===== config.mk =====
export PLATFORM = sky130hd
export DESIGN_NAME = cbsl_top
export DESIGN_NICKNAME = d
export VERILOG_FILES = /design/src/hw/cbsl_pkg.sv /design/src/hw/cbsl_top.sv
export SDC_FILE = /design/constraint.sdc
export NUM_CORES = 1
export LEC_CHECK = 0
export BUFFER_PORTS_ARGS = -buffer_cell sky130_fd_sc_hd__buf_2
export CAP_MARGIN = 0
export CORE_MARGIN = 2
export CORE_UTILIZATION = 38
export DETAILED_ROUTE_END_ITERATION = 8
export PLACE_DENSITY_LB_ADDON = 0.1
export SLEW_MARGIN = 20
export SYNTH_ARGS = -nofsm -noshare
export SYNTH_HDL_FRONTEND = slang
export SYNTH_SLANG_ARGS = --single-unit

===== constraint.sdc =====
create_clock -name CLK -period 4.9 [get_ports CLK]
set_input_delay 0.98 -clock CLK [delete_from_list [all_inputs] [get_ports CLK]]
set_output_delay 0.98 -clock CLK [all_outputs]
set_load 0.01 [all_outputs]

===== src/hw/cbsl_pkg.sv =====
// Purpose: Shared constants and carriers for the control bus status logic
// Assumes: 100 MHz core clock
// Notes: Abort gap and conversion times are kept in ns, their cycle counts derive from them
package cbsl_pkg;
  localparam int CLK_PERIOD_NS = 10;
  localparam int FAST_ABORT_GAP_NS = 600;
  localparam int FAST_ABORT_GAP_CYC =
    (FAST_ABORT_GAP_NS + CLK_PERIOD_NS - 1) / CLK_PERIOD_NS;
  localparam int CONV_TIME_NS = 5700;
  localparam int CONV_CYC = (CONV_TIME_NS + CLK_PERIOD_NS - 1) / CLK_PERIOD_NS;
  localparam int ANALOG_RST_CYC = 4;
  localparam int CFG_LAMP_CYC = 1000;
  localparam int CNT_W = 16;
  localparam int WIN_W = 8;
  localparam int ADDR_W = 16;
  localparam int STAT_DATA = 0;
  localparam int STAT_DATA_LINE = 1;
  localparam int STAT_BUSY = 2;
  localparam int STAT_BUSY_LINE = 3;
  localparam int STAT_W = 4;
  localparam logic [STAT_W-1:0] STAT_RST = 4'h0;

  typedef enum logic [1:0] {
    CBSL_IDLE = 2'b00,
    CBSL_GATE = 2'b01,
    CBSL_CONV = 2'b10,
    CBSL_CLR = 2'b11
  } cbsl_state_t;

  // Front panel lamps
  typedef struct packed {
    logic bus_ack_green;
    logic busy_red;
    logic data_yellow;
    logic term_green;
    logic term_red;
    logic term_orange;
  } cbsl_lamp_t;

  // Wired line drive: output and output enable
  typedef struct packed {
    logic pos_o;
    logic pos_oe;
    logic neg_o;
    logic neg_oe;
  } cbsl_wire_t;
endpackage


===== src/hw/cbsl_top.sv =====
// Purpose: Front panel control bus and status logic of a charge converter
// Assumes: Control bus inputs are asynchronous, core clock 100 MHz
// Notes: Analog sections are reached through pulse and level ports
// Functional notes
// - Fast abort honoured only inside its window
// - Window from gate edge; 600 ns regate
// - Panel reset clears integrators, buffer, conversion
// - Reset type select decides register clearing
// - Select 0 data reset, 1 software reset
// - Data present output and status bit 0
// - Wired OR/NAND data lines, sense bit 1
// - Common gate window enables channel gates
// - Veto inhibits conversion
// - Busy on convert, reset, test, full; bit 2
// - Wired OR/NAND busy lines, sense bit 3
// - Busy after gate edge, gates ignored
// - Panel gate ORed with bus gate
// - Green lamp on bus access to own address
// - Red lamp follows busy conditions
// - Yellow lamp when buffer holds events
// - Configuration lights busy, data, orange
// - Termination lamp green, red or off
// - Busy scope jumper chain or local
// - Rotary selectors set decoded base address
`timescale 1ns/1ns
module cbsl_top
  import cbsl_pkg::*;
#(
  parameter int CONV_CYCLES = CONV_CYC,
  parameter int CFG_CYCLES = CFG_LAMP_CYC,
  parameter int TERM_LINES = 14
) (
  // Clock and reset
  input wire logic CLK,
  input wire logic RST,
  // Asynchronous control bus inputs
  input wire logic GATE_BUS,
  input wire logic GATE_PANEL,
  input wire logic FAST_ABORT_IN,
  input wire logic VETO,
  input wire logic PANEL_RESET,
  // Configuration and board state
  input wire logic RESET_TYPE_SELECT,
  input wire logic [cbsl_pkg::WIN_W-1:0] FAST_ABORT_WINDOW,
  input wire logic BUSY_SCOPE_JUMPER,
  input wire logic [3:0][3:0] ROTARY_SEL,
  input wire logic [TERM_LINES-1:0] TERM_ON,
  input wire logic MEM_TEST,
  input wire logic EVENT_BUFFER_FULL,
  input wire logic EVENT_BUFFER_NONEMPTY,
  input wire logic CONFIGURING,
  // Host bus access sense
  input wire logic HOST_STROBE,
  input wire logic [cbsl_pkg::ADDR_W-1:0] HOST_ADDR,
  // Wired lines: sensed levels and drive
  input wire logic DATA_PRESENT_OR_LINE_I,
  input wire logic BUSY_OR_LINE_I,
  output cbsl_pkg::cbsl_wire_t DATA_PRESENT_LINE,
  output cbsl_pkg::cbsl_wire_t BUSY_LINE,
  // Analog and buffer control
  output logic GATE_WINDOW,
  output logic CONVERT_START,
  output logic INTEGRATOR_CLEAR,
  output logic CONVERT_ABORT,
  output logic BUFFER_RESET,
  output logic REG_DEFAULTS,
  output logic ACQ_STOP,
  output logic HOST_SELECT,
  // Status and lamps
  output logic [cbsl_pkg::STAT_W-1:0] STATUS,
  output cbsl_pkg::cbsl_lamp_t LAMPS
);
  import cbsl_pkg::*;

  function automatic logic rise(input logic now, input logic last);
    return now & ~last;
  endfunction

  ////////////////////////////////////////////////////////////////////////
  // Synchronisers: first stage read only by the second
  logic [4:0] s1_r, s2_r, s3_r;
  logic [4:0] raw;
  assign raw = {PANEL_RESET, VETO, FAST_ABORT_IN, GATE_PANEL, GATE_BUS};
  always_ff @(posedge CLK or posedge RST) begin
    if (RST) begin
      s1_r <= 5'h00;
      s2_r <= 5'h00;
      s3_r <= 5'h00;
    end else begin
      s1_r <= raw;
      s2_r <= s1_r;
      s3_r <= s2_r;
    end
  end

  logic gate_any, gate_last, abort_edge, veto_s, rst_edge;
  assign gate_any = s2_r[0] | s2_r[1];
  assign gate_last = s3_r[0] | s3_r[1];
  assign abort_edge = rise(s2_r[2], s3_r[2]);
  assign veto_s = s2_r[3];
  assign rst_edge = rise(s2_r[4], s3_r[4]);

  ////////////////////////////////////////////////////////////////////////
  // Acquisition sequencer
  cbsl_state_t st_r, st_nxt;
  logic [CNT_W-1:0] cnt_r, cnt_nxt;
  logic [WIN_W-1:0] win_r, win_nxt;
  logic [CNT_W-1:0] gap_r, gap_nxt;
  logic vetoed_r, vetoed_nxt;
  logic start_nxt, clr_nxt, abort_nxt, bufrst_nxt, regdef_nxt;
  logic start_r, clr_r, abort_r, bufrst_r, regdef_r;
  logic busy_local, busy_sel;

  always_comb begin
    st_nxt = st_r;
    cnt_nxt = cnt_r;
    win_nxt = win_r;
    vetoed_nxt = vetoed_r;
    gap_nxt = (gap_r != '0) ? gap_r - 1'b1 : gap_r;
    start_nxt = 1'b0;
    clr_nxt = 1'b0;
    abort_nxt = 1'b0;
    bufrst_nxt = 1'b0;
    regdef_nxt = 1'b0;
    if (win_r != '0)
      win_nxt = win_r - 1'b1;
    if (rst_edge) begin
      // Panel reset outranks every other event
      clr_nxt = 1'b1;
      abort_nxt = 1'b1;
      bufrst_nxt = 1'b1;
      regdef_nxt = RESET_TYPE_SELECT;
      st_nxt = CBSL_CLR;
      cnt_nxt = CNT_W'(ANALOG_RST_CYC);
      win_nxt = '0;
    end else begin
      unique case (st_r)
        CBSL_IDLE: begin
          // Busy or recent abort masks new gates; a full buffer or a
          // memory test keeps this board busy even in local scope
          if (rise(gate_any, gate_last) && gap_r == '0 &&
              !busy_sel) begin
            st_nxt = CBSL_GATE;
            win_nxt = FAST_ABORT_WINDOW;
            vetoed_nxt = veto_s;
          end
        end
        CBSL_GATE: begin
          vetoed_nxt = vetoed_r | veto_s;
          if (abort_edge && win_r != '0) begin
            clr_nxt = 1'b1;
            abort_nxt = 1'b1;
            gap_nxt = CNT_W'(FAST_ABORT_GAP_CYC - 1);
            st_nxt = CBSL_IDLE;
            win_nxt = '0;
          end else if (!gate_any) begin
            if (vetoed_r | veto_s) begin
              clr_nxt = 1'b1;
              st_nxt = CBSL_CLR;
              cnt_nxt = CNT_W'(ANALOG_RST_CYC);
            end else begin
              start_nxt = 1'b1;
              st_nxt = CBSL_CONV;
              cnt_nxt = CNT_W'(CONV_CYCLES);
            end
          end
        end
        CBSL_CONV: begin
          if (abort_edge && win_r != '0) begin
            clr_nxt = 1'b1;
            abort_nxt = 1'b1;
            gap_nxt = CNT_W'(FAST_ABORT_GAP_CYC - 1);
            st_nxt = CBSL_IDLE;
          end else if (cnt_r <= CNT_W'(1)) begin
            st_nxt = CBSL_IDLE;
          end else begin
            cnt_nxt = cnt_r - 1'b1;
          end
        end
        CBSL_CLR: begin
          if (cnt_r <= CNT_W'(1))
            st_nxt = CBSL_IDLE;
          else
            cnt_nxt = cnt_r - 1'b1;
        end
      endcase
    end
  end

  always_ff @(posedge CLK or posedge RST) begin
    if (RST) begin
      st_r <= CBSL_IDLE;
      cnt_r <= '0;
      win_r <= '0;
      gap_r <= '0;
      vetoed_r <= 1'b0;
      start_r <= 1'b0;
      clr_r <= 1'b0;
      abort_r <= 1'b0;
      bufrst_r <= 1'b0;
      regdef_r <= 1'b0;
    end else begin
      st_r <= st_nxt;
      cnt_r <= cnt_nxt;
      win_r <= win_nxt;
      gap_r <= gap_nxt;
      vetoed_r <= vetoed_nxt;
      start_r <= start_nxt;
      clr_r <= clr_nxt;
      abort_r <= abort_nxt;
      bufrst_r <= bufrst_nxt;
      regdef_r <= regdef_nxt;
    end
  end

  assign busy_local = (st_r != CBSL_IDLE) | MEM_TEST |
                      EVENT_BUFFER_FULL;
  // Chain scope looks at the sensed wired OR, local scope at this board
  assign busy_sel = BUSY_SCOPE_JUMPER ? BUSY_OR_LINE_I : busy_local;

  ////////////////////////////////////////////////////////////////////////
  // Registered outputs, lamps and host select
  logic [STAT_W-1:0] stat_r, stat_nxt;
  cbsl_lamp_t lamp_r, lamp_nxt;
  localparam int TC_W = $clog2(TERM_LINES + 1);
  logic win_out_r, win_out_nxt, stop_r, stop_nxt, sel_r, sel_nxt;
  logic [TC_W-1:0] term_cnt;

  always_comb begin
    term_cnt = '0;
    for (int i = 0; i < TERM_LINES; i++)
      term_cnt = term_cnt + TC_W'(TERM_ON[i]);
    stat_nxt = STAT_RST;
    // Window closes once conversion starts, so late channel gates are lost
    win_out_nxt = gate_any & (st_r != CBSL_CONV);
    stop_nxt = busy_sel;
    stat_nxt[STAT_DATA] = EVENT_BUFFER_NONEMPTY;
    stat_nxt[STAT_DATA_LINE] = DATA_PRESENT_OR_LINE_I;
    stat_nxt[STAT_BUSY] = busy_local;
    stat_nxt[STAT_BUSY_LINE] = BUSY_OR_LINE_I;
    sel_nxt = HOST_STROBE &&
              HOST_ADDR == {ROTARY_SEL[3], ROTARY_SEL[2],
                            ROTARY_SEL[1], ROTARY_SEL[0]};
    lamp_nxt.bus_ack_green = sel_nxt;
    lamp_nxt.busy_red = busy_local | CONFIGURING;
    lamp_nxt.data_yellow = EVENT_BUFFER_NONEMPTY | CONFIGURING;
    lamp_nxt.term_orange = CONFIGURING;
    lamp_nxt.term_green = !CONFIGURING &&
                          term_cnt == TERM_LINES;
    lamp_nxt.term_red = !CONFIGURING && term_cnt == '0;
  end

  always_ff @(posedge CLK or posedge RST) begin
    if (RST) begin
      stat_r <= STAT_RST;
      lamp_r <= '0;
      win_out_r <= 1'b0;
      stop_r <= 1'b0;
      sel_r <= 1'b0;
    end else begin
      stat_r <= stat_nxt;
      lamp_r <= lamp_nxt;
      win_out_r <= win_out_nxt;
      stop_r <= stop_nxt;
      sel_r <= sel_nxt;
    end
  end

  // Open-collector style: drive OR line high and NAND line low when set
  assign DATA_PRESENT_LINE = '{pos_o: 1'b1, pos_oe: stat_r[STAT_DATA],
    neg_o: 1'b0, neg_oe: stat_r[STAT_DATA]};
  assign BUSY_LINE = '{pos_o: 1'b1, pos_oe: stat_r[STAT_BUSY],
    neg_o: 1'b0, neg_oe: stat_r[STAT_BUSY]};
  assign GATE_WINDOW = win_out_r;
  assign CONVERT_START = start_r;
  assign INTEGRATOR_CLEAR = clr_r;
  assign CONVERT_ABORT = abort_r;
  assign BUFFER_RESET = bufrst_r;
  assign REG_DEFAULTS = regdef_r;
  assign ACQ_STOP = stop_r;
  assign HOST_SELECT = sel_r;
  assign STATUS = stat_r;
  assign LAMPS = lamp_r;
endmodule // cbsl_top


==> out/qor.csv, run 1 <==
metric;value;unit
cp-start-kind;input port;
ys_ff_latch;74;
critPathTopFamily;adder cells;
dpl.hpwl;6480;um
grt_overflow;0;
async_flop_share;100;%
clk_pin_slew;80;ps
vias;3197;
critPathSlowestCell;fa_1;
setup_tns;0;ps
drtIter0Drc;173;
grt_pass1_vias;3133;
fin_util;46.4;%
nets;579;
vdd_drop_max;305;uV
antenna_found_initial;0;
synth_area;4100;um2
critPathMaxStageDelay;550;ps
critPathKind;in2reg;
viasPerCell;5.08;
netlist-cell-type-count;58;
critical_path_buf_inv_count;3;
io_pins;96;
dieWidth;108;um
grt_usage;16.4;%
avgRoutedWirePerCell;14.1;um
grt_pass1_wl;15100;um
cp_cell_sequence;buf_2, fa_1, fa_1, fa_1, inv_1, fa_1, inv_1, ha_1, fa_1, xor2_1, nor4bb_1;
syn-instance-count;401;
worst_path_most_repeated_cell;fa_1;
leakage;2.25;nW
root_buffer;clkbuf_8;
arrival;4210;ps
post_cts_resized;0;
drv_cap;0;
hold_viol;0;
rows;37;
synth-edff-count;0;
rsz0062_at_grt;no;
dr.pass1.iters;4;
port_buffers;91;
powerDensity;533;nW/um2
synth-main-ff-cell;dfrtp_1;
fin_hold_ws;351;ps
status;finished, final reports clean;
die_h;108;um
cp-end-kind;flop;
dieArea;11600;um2
yosysSeqAreaShare;45.1;%
final_cell_mix;buf_2 (91), dfrtp_1 (74), nor2_1 (35);
relSlewSlack;34.6;%
fin_skew;6.54;ps
fin_crit_sh;80.8;%
start_util;39.4;%
avgSynthCellArea;10.2;um2
min_period;3960;ps
antennaDiodeCount;0;
core;10400;um2
drc;0;
slew_viol_final;0;
crit_path_max_fanout;2;
synthToLayoutAreaGrowth;17.8;%
hold_class;reg2reg;
clock-sinks;74;
gp_congestion;0.799;
cts_tree;built;
drive_gt1_share;28.2;%
yosys_warnings;0;
ctsHoldBuffers;0;
layout_commonest_cell;buf_2;
cts_buffers;9;
cts_max_level;3;
finalSetupViolations;0;
grt_max_degree;47;
post_cts_buffers;0;
max_slew.worst_pin.slew;978;ps
clockBufferDepth;2;
routed_wl;8880;um
clk_latency;360;ps
max_freq;253;MHz
drt.antenna.violating_nets;0;
crit_required;5150;ps
-- flip-flops by register name, indices dropped and copies added, names as in the netlist, 2 cells and up --
| name | count |
|---|---|
| s3_r | 4 |
| s2_r | 5 |
| gap_r | 16 |
| s1_r | 5 |
| STATUS | 4 |
| LAMPS | 5 |
| win_r | 8 |
| cnt_r | 16 |
| st_r | 2 |
-- stage by stage --
step	power (mW)	cells	area, um2	setup WS (ps)
after floorplan	1.85	403	4110	812
after global placement	2.08	613	4630	628
after detailed placement	2.10	613	4630	558
after CTS	2.61	629	4830	927
after global routing	2.81	629	4830	855
final	2.58	629	4830	941
-- path summary, 6_finish.rpt --
check | start | end | slack, ps | cells after the start
setup / recovery | TERM_ON[0] | LAMPS[1] | 940 | 11
hold / removal | s1_r[4] | s2_r[4] | 350 | 0
setup reg to reg | s2_r[4] | cnt_r[2] | 2130 | 6
hold reg to reg | s1_r[4] | s2_r[4] | 350 | 0
max in group asynchronous | RST | s3_r[1] | 3310 | 3
min in group asynchronous | RST | LAMPS[4] | 740 | 2
-- per-layer routing --
layer / vias up / wire, um / GRT usage [%]
met4: 0 / 123 / 5.77
met5: - / 0 / 0
met3: 13 / 489 / 4.78
met2: 83 / 4290 / 25.2
li1: 1587 / - / -
met1: 1514 / 3980 / 22.1
-- worst register-to-register path, cell delays in order, from the launching register on --
cell	delay, ps
dfrtp_1	380
nand2b_1	340
inv_1	310
nor2_1	570
o21a_1	580
o21ai_2	200
o221a_2	300
-- logic make-up after synthesis --
logic type      count (synthesis)  share of synthesized area [%]
simple gates                  143                           19.3
mux                             2                          0.640
compound gates                 76                           13.5
buf+inv                        48                           5.76
other cells                     2                          0.183
fa+ha+maj                      21                           8.05
xor+xnor                       35                           7.47
flops                          74                           45.1
-- layout make-up --
class,instances,area (um2)
clock buffer,10,138
timing repair buffer,94,478
inverter,28,106
multi-input combinational,281,2020
sequential,74,1850
tap,136,170
clock inverter,6,66.3
fill,1039,5580
-- cells in the mapped netlist (all sizes together) (10+ instances only) --
cell type   n  area [um2]
dfrtp      74        1850
nor2       35         131
inv        28         105
nand2      22        82.6
xor2       19         166
a31oi      17         106
nor4       17         134
buf        16         116
xnor2      16         140
nand3      14        70.1
a21oi      12        63.8
ha         12         150
nor3       11        55.1
o21ai      10        57.6
-- power breakdown --
group          switching (mW)  total (mW)  leakage, nW  internal, mW
clock network           0.243       0.492       0.0945         0.249
logic                   0.675        1.16         1.24         0.487
registers               0.156       0.924        0.919         0.768
(Power assumes the default switching activity.)
==> run 2: changes to the inputs <==
clock period = 4.15 ns   (was 4.9 ns; I/O delays follow)
==> out/qor.csv, run 2 (same netlist as run 1, synthesis figures left out) <==
metric;value;unit
drtIter0Drc;130;
antenna_found_initial;1;
pre_cts_ws;-105;ps
antennaDiodeCount;0;
crit_required;4380;ps
hold_viol;0;
die_h;108;um
relSlewSlack;40.4;%
crit_path_max_fanout;2;
fin_util;46.5;%
layout_commonest_cell;buf_2;
viasPerCell;5.05;
max_slew.worst_pin.slew;893;ps
core;10400;um2
clockBufferDepth;2;
clock-sinks;74;
drt.antenna.violating_nets;0;
dpl.hpwl;6690;um
cp-start-kind;input port;
min_period;3880;ps
powerDensity;632;nW/um2
status;finished, final reports clean;
clk_latency;340;ps
crit_start;TERM_ON[0];
leakage;2.26;nW
clk_pin_slew;80;ps
grt_pass1_vias;3156;
setup_tns;0;ps
post_cts_buffers;0;
max_freq;258;MHz
rsz0062_at_grt;no;
vdd_drop_max;211;uV
root_buffer;clkbuf_8;
slew_viol_final;0;
nets;582;
vias;3181;
cts_tree;built;
dieArea;11600;um2
post_cts_resized;0;
min_from;s1_r[4];
io_pins;96;
final_cell_mix;buf_2 (91), dfrtp_1 (74), nor2_1 (35);
ctsHoldBuffers;0;
dr.pass1.iters;6;
grt_overflow;0;
fin_crit_sh;93.5;%
rows;37;
drv_cap;0;
hold_class;reg2reg;
cts_buffers;9;
fin_ws;270;ps
n_fill_cell;1038;
arrival;4110;ps
drc;0;
fin_hold_ws;352;ps
finalSetupViolations;0;
cp-end-kind;flop;
fin_skew;8.54;ps
port_buffers;91;
gp_congestion;0.815;
grt_pass1_wl;15000;um
grt_usage;16.1;%
report.power.total;3.06;mW
grt_max_degree;44;
avgRoutedWirePerCell;14.2;um
routed_wl;8960;um
ff2ff_setup_slack;1420;ps
synthToLayoutAreaGrowth;18.0;%
cts_max_level;3;
reg.largest.list;cnt_r (16), gap_r (16), win_r (8);
start_util;39.4;%
drive_gt1_share;28.3;%
rr_startpoint;gap_r[0];
multi_input_area;2020;um2
seq_area;1850;um2
dieWidth;108;um
critPathKind;in2reg;
## run 2: routing by layer
layer / track usage (%) / vias up / wire [um]
met5: 0 / - / 0
met4: 3.94 / 0 / 72
met3: 3.87 / 7 / 341
met2: 26.5 / 48 / 4390
met1: 21.5 / 1536 / 4160
li1: - / 1590 / -
## run 2: worst max-delay path, cell delays in order
cell	delay, ps
buf_2	110
fa_1	560
fa_1	440
fa_1	520
inv_1	50
fa_1	470
inv_1	40
ha_1	200
fa_1	390
xor2_1	190
nor4bb_1	320
## run 2: stage by stage
| step | instances | cell area, um2 |
|---|---|---|
| after global routing | 630 | 4840 |
| after CTS | 630 | 4840 |
| after floorplan | 403 | 4110 |
| final | 630 | 4840 |
| after global placement | 616 | 4650 |
| after detailed placement | 616 | 4650 |
## run 2: path summary, 6_finish.rpt
| path | depth (start not counted) | endpoint |
|---|---|---|
| worst max-delay path | 11 | LAMPS[1] |
| worst min-delay path | 0 | s2_r[4] |
| worst max register to register | 7 | win_r[7] |
| worst min register to register | 0 | s2_r[4] |
| max in group asynchronous | 3 | gap_r[5] |
| min in group asynchronous | 2 | LAMPS[4] |
## run 2: report_power, final
part / total (mW) / internal [mW] / switching, mW / leakage, nW
Clock: 0.554 / 0.289 / 0.266 / 0.0904
Sequential: 1.09 / 0.907 / 0.187 / 0.919
Combinational: 1.41 / 0.596 / 0.814 / 1.25
## run 2: final cells by class
cell class              instances  area share (%)
well taps                     136            3.51
inverters                      28            2.17
clock buffers                  10            2.84
repair buffers                 97            10.3
flip-flops and latches         74            38.2
clock inverters                 4            1.11
multi-input cells             281            41.8
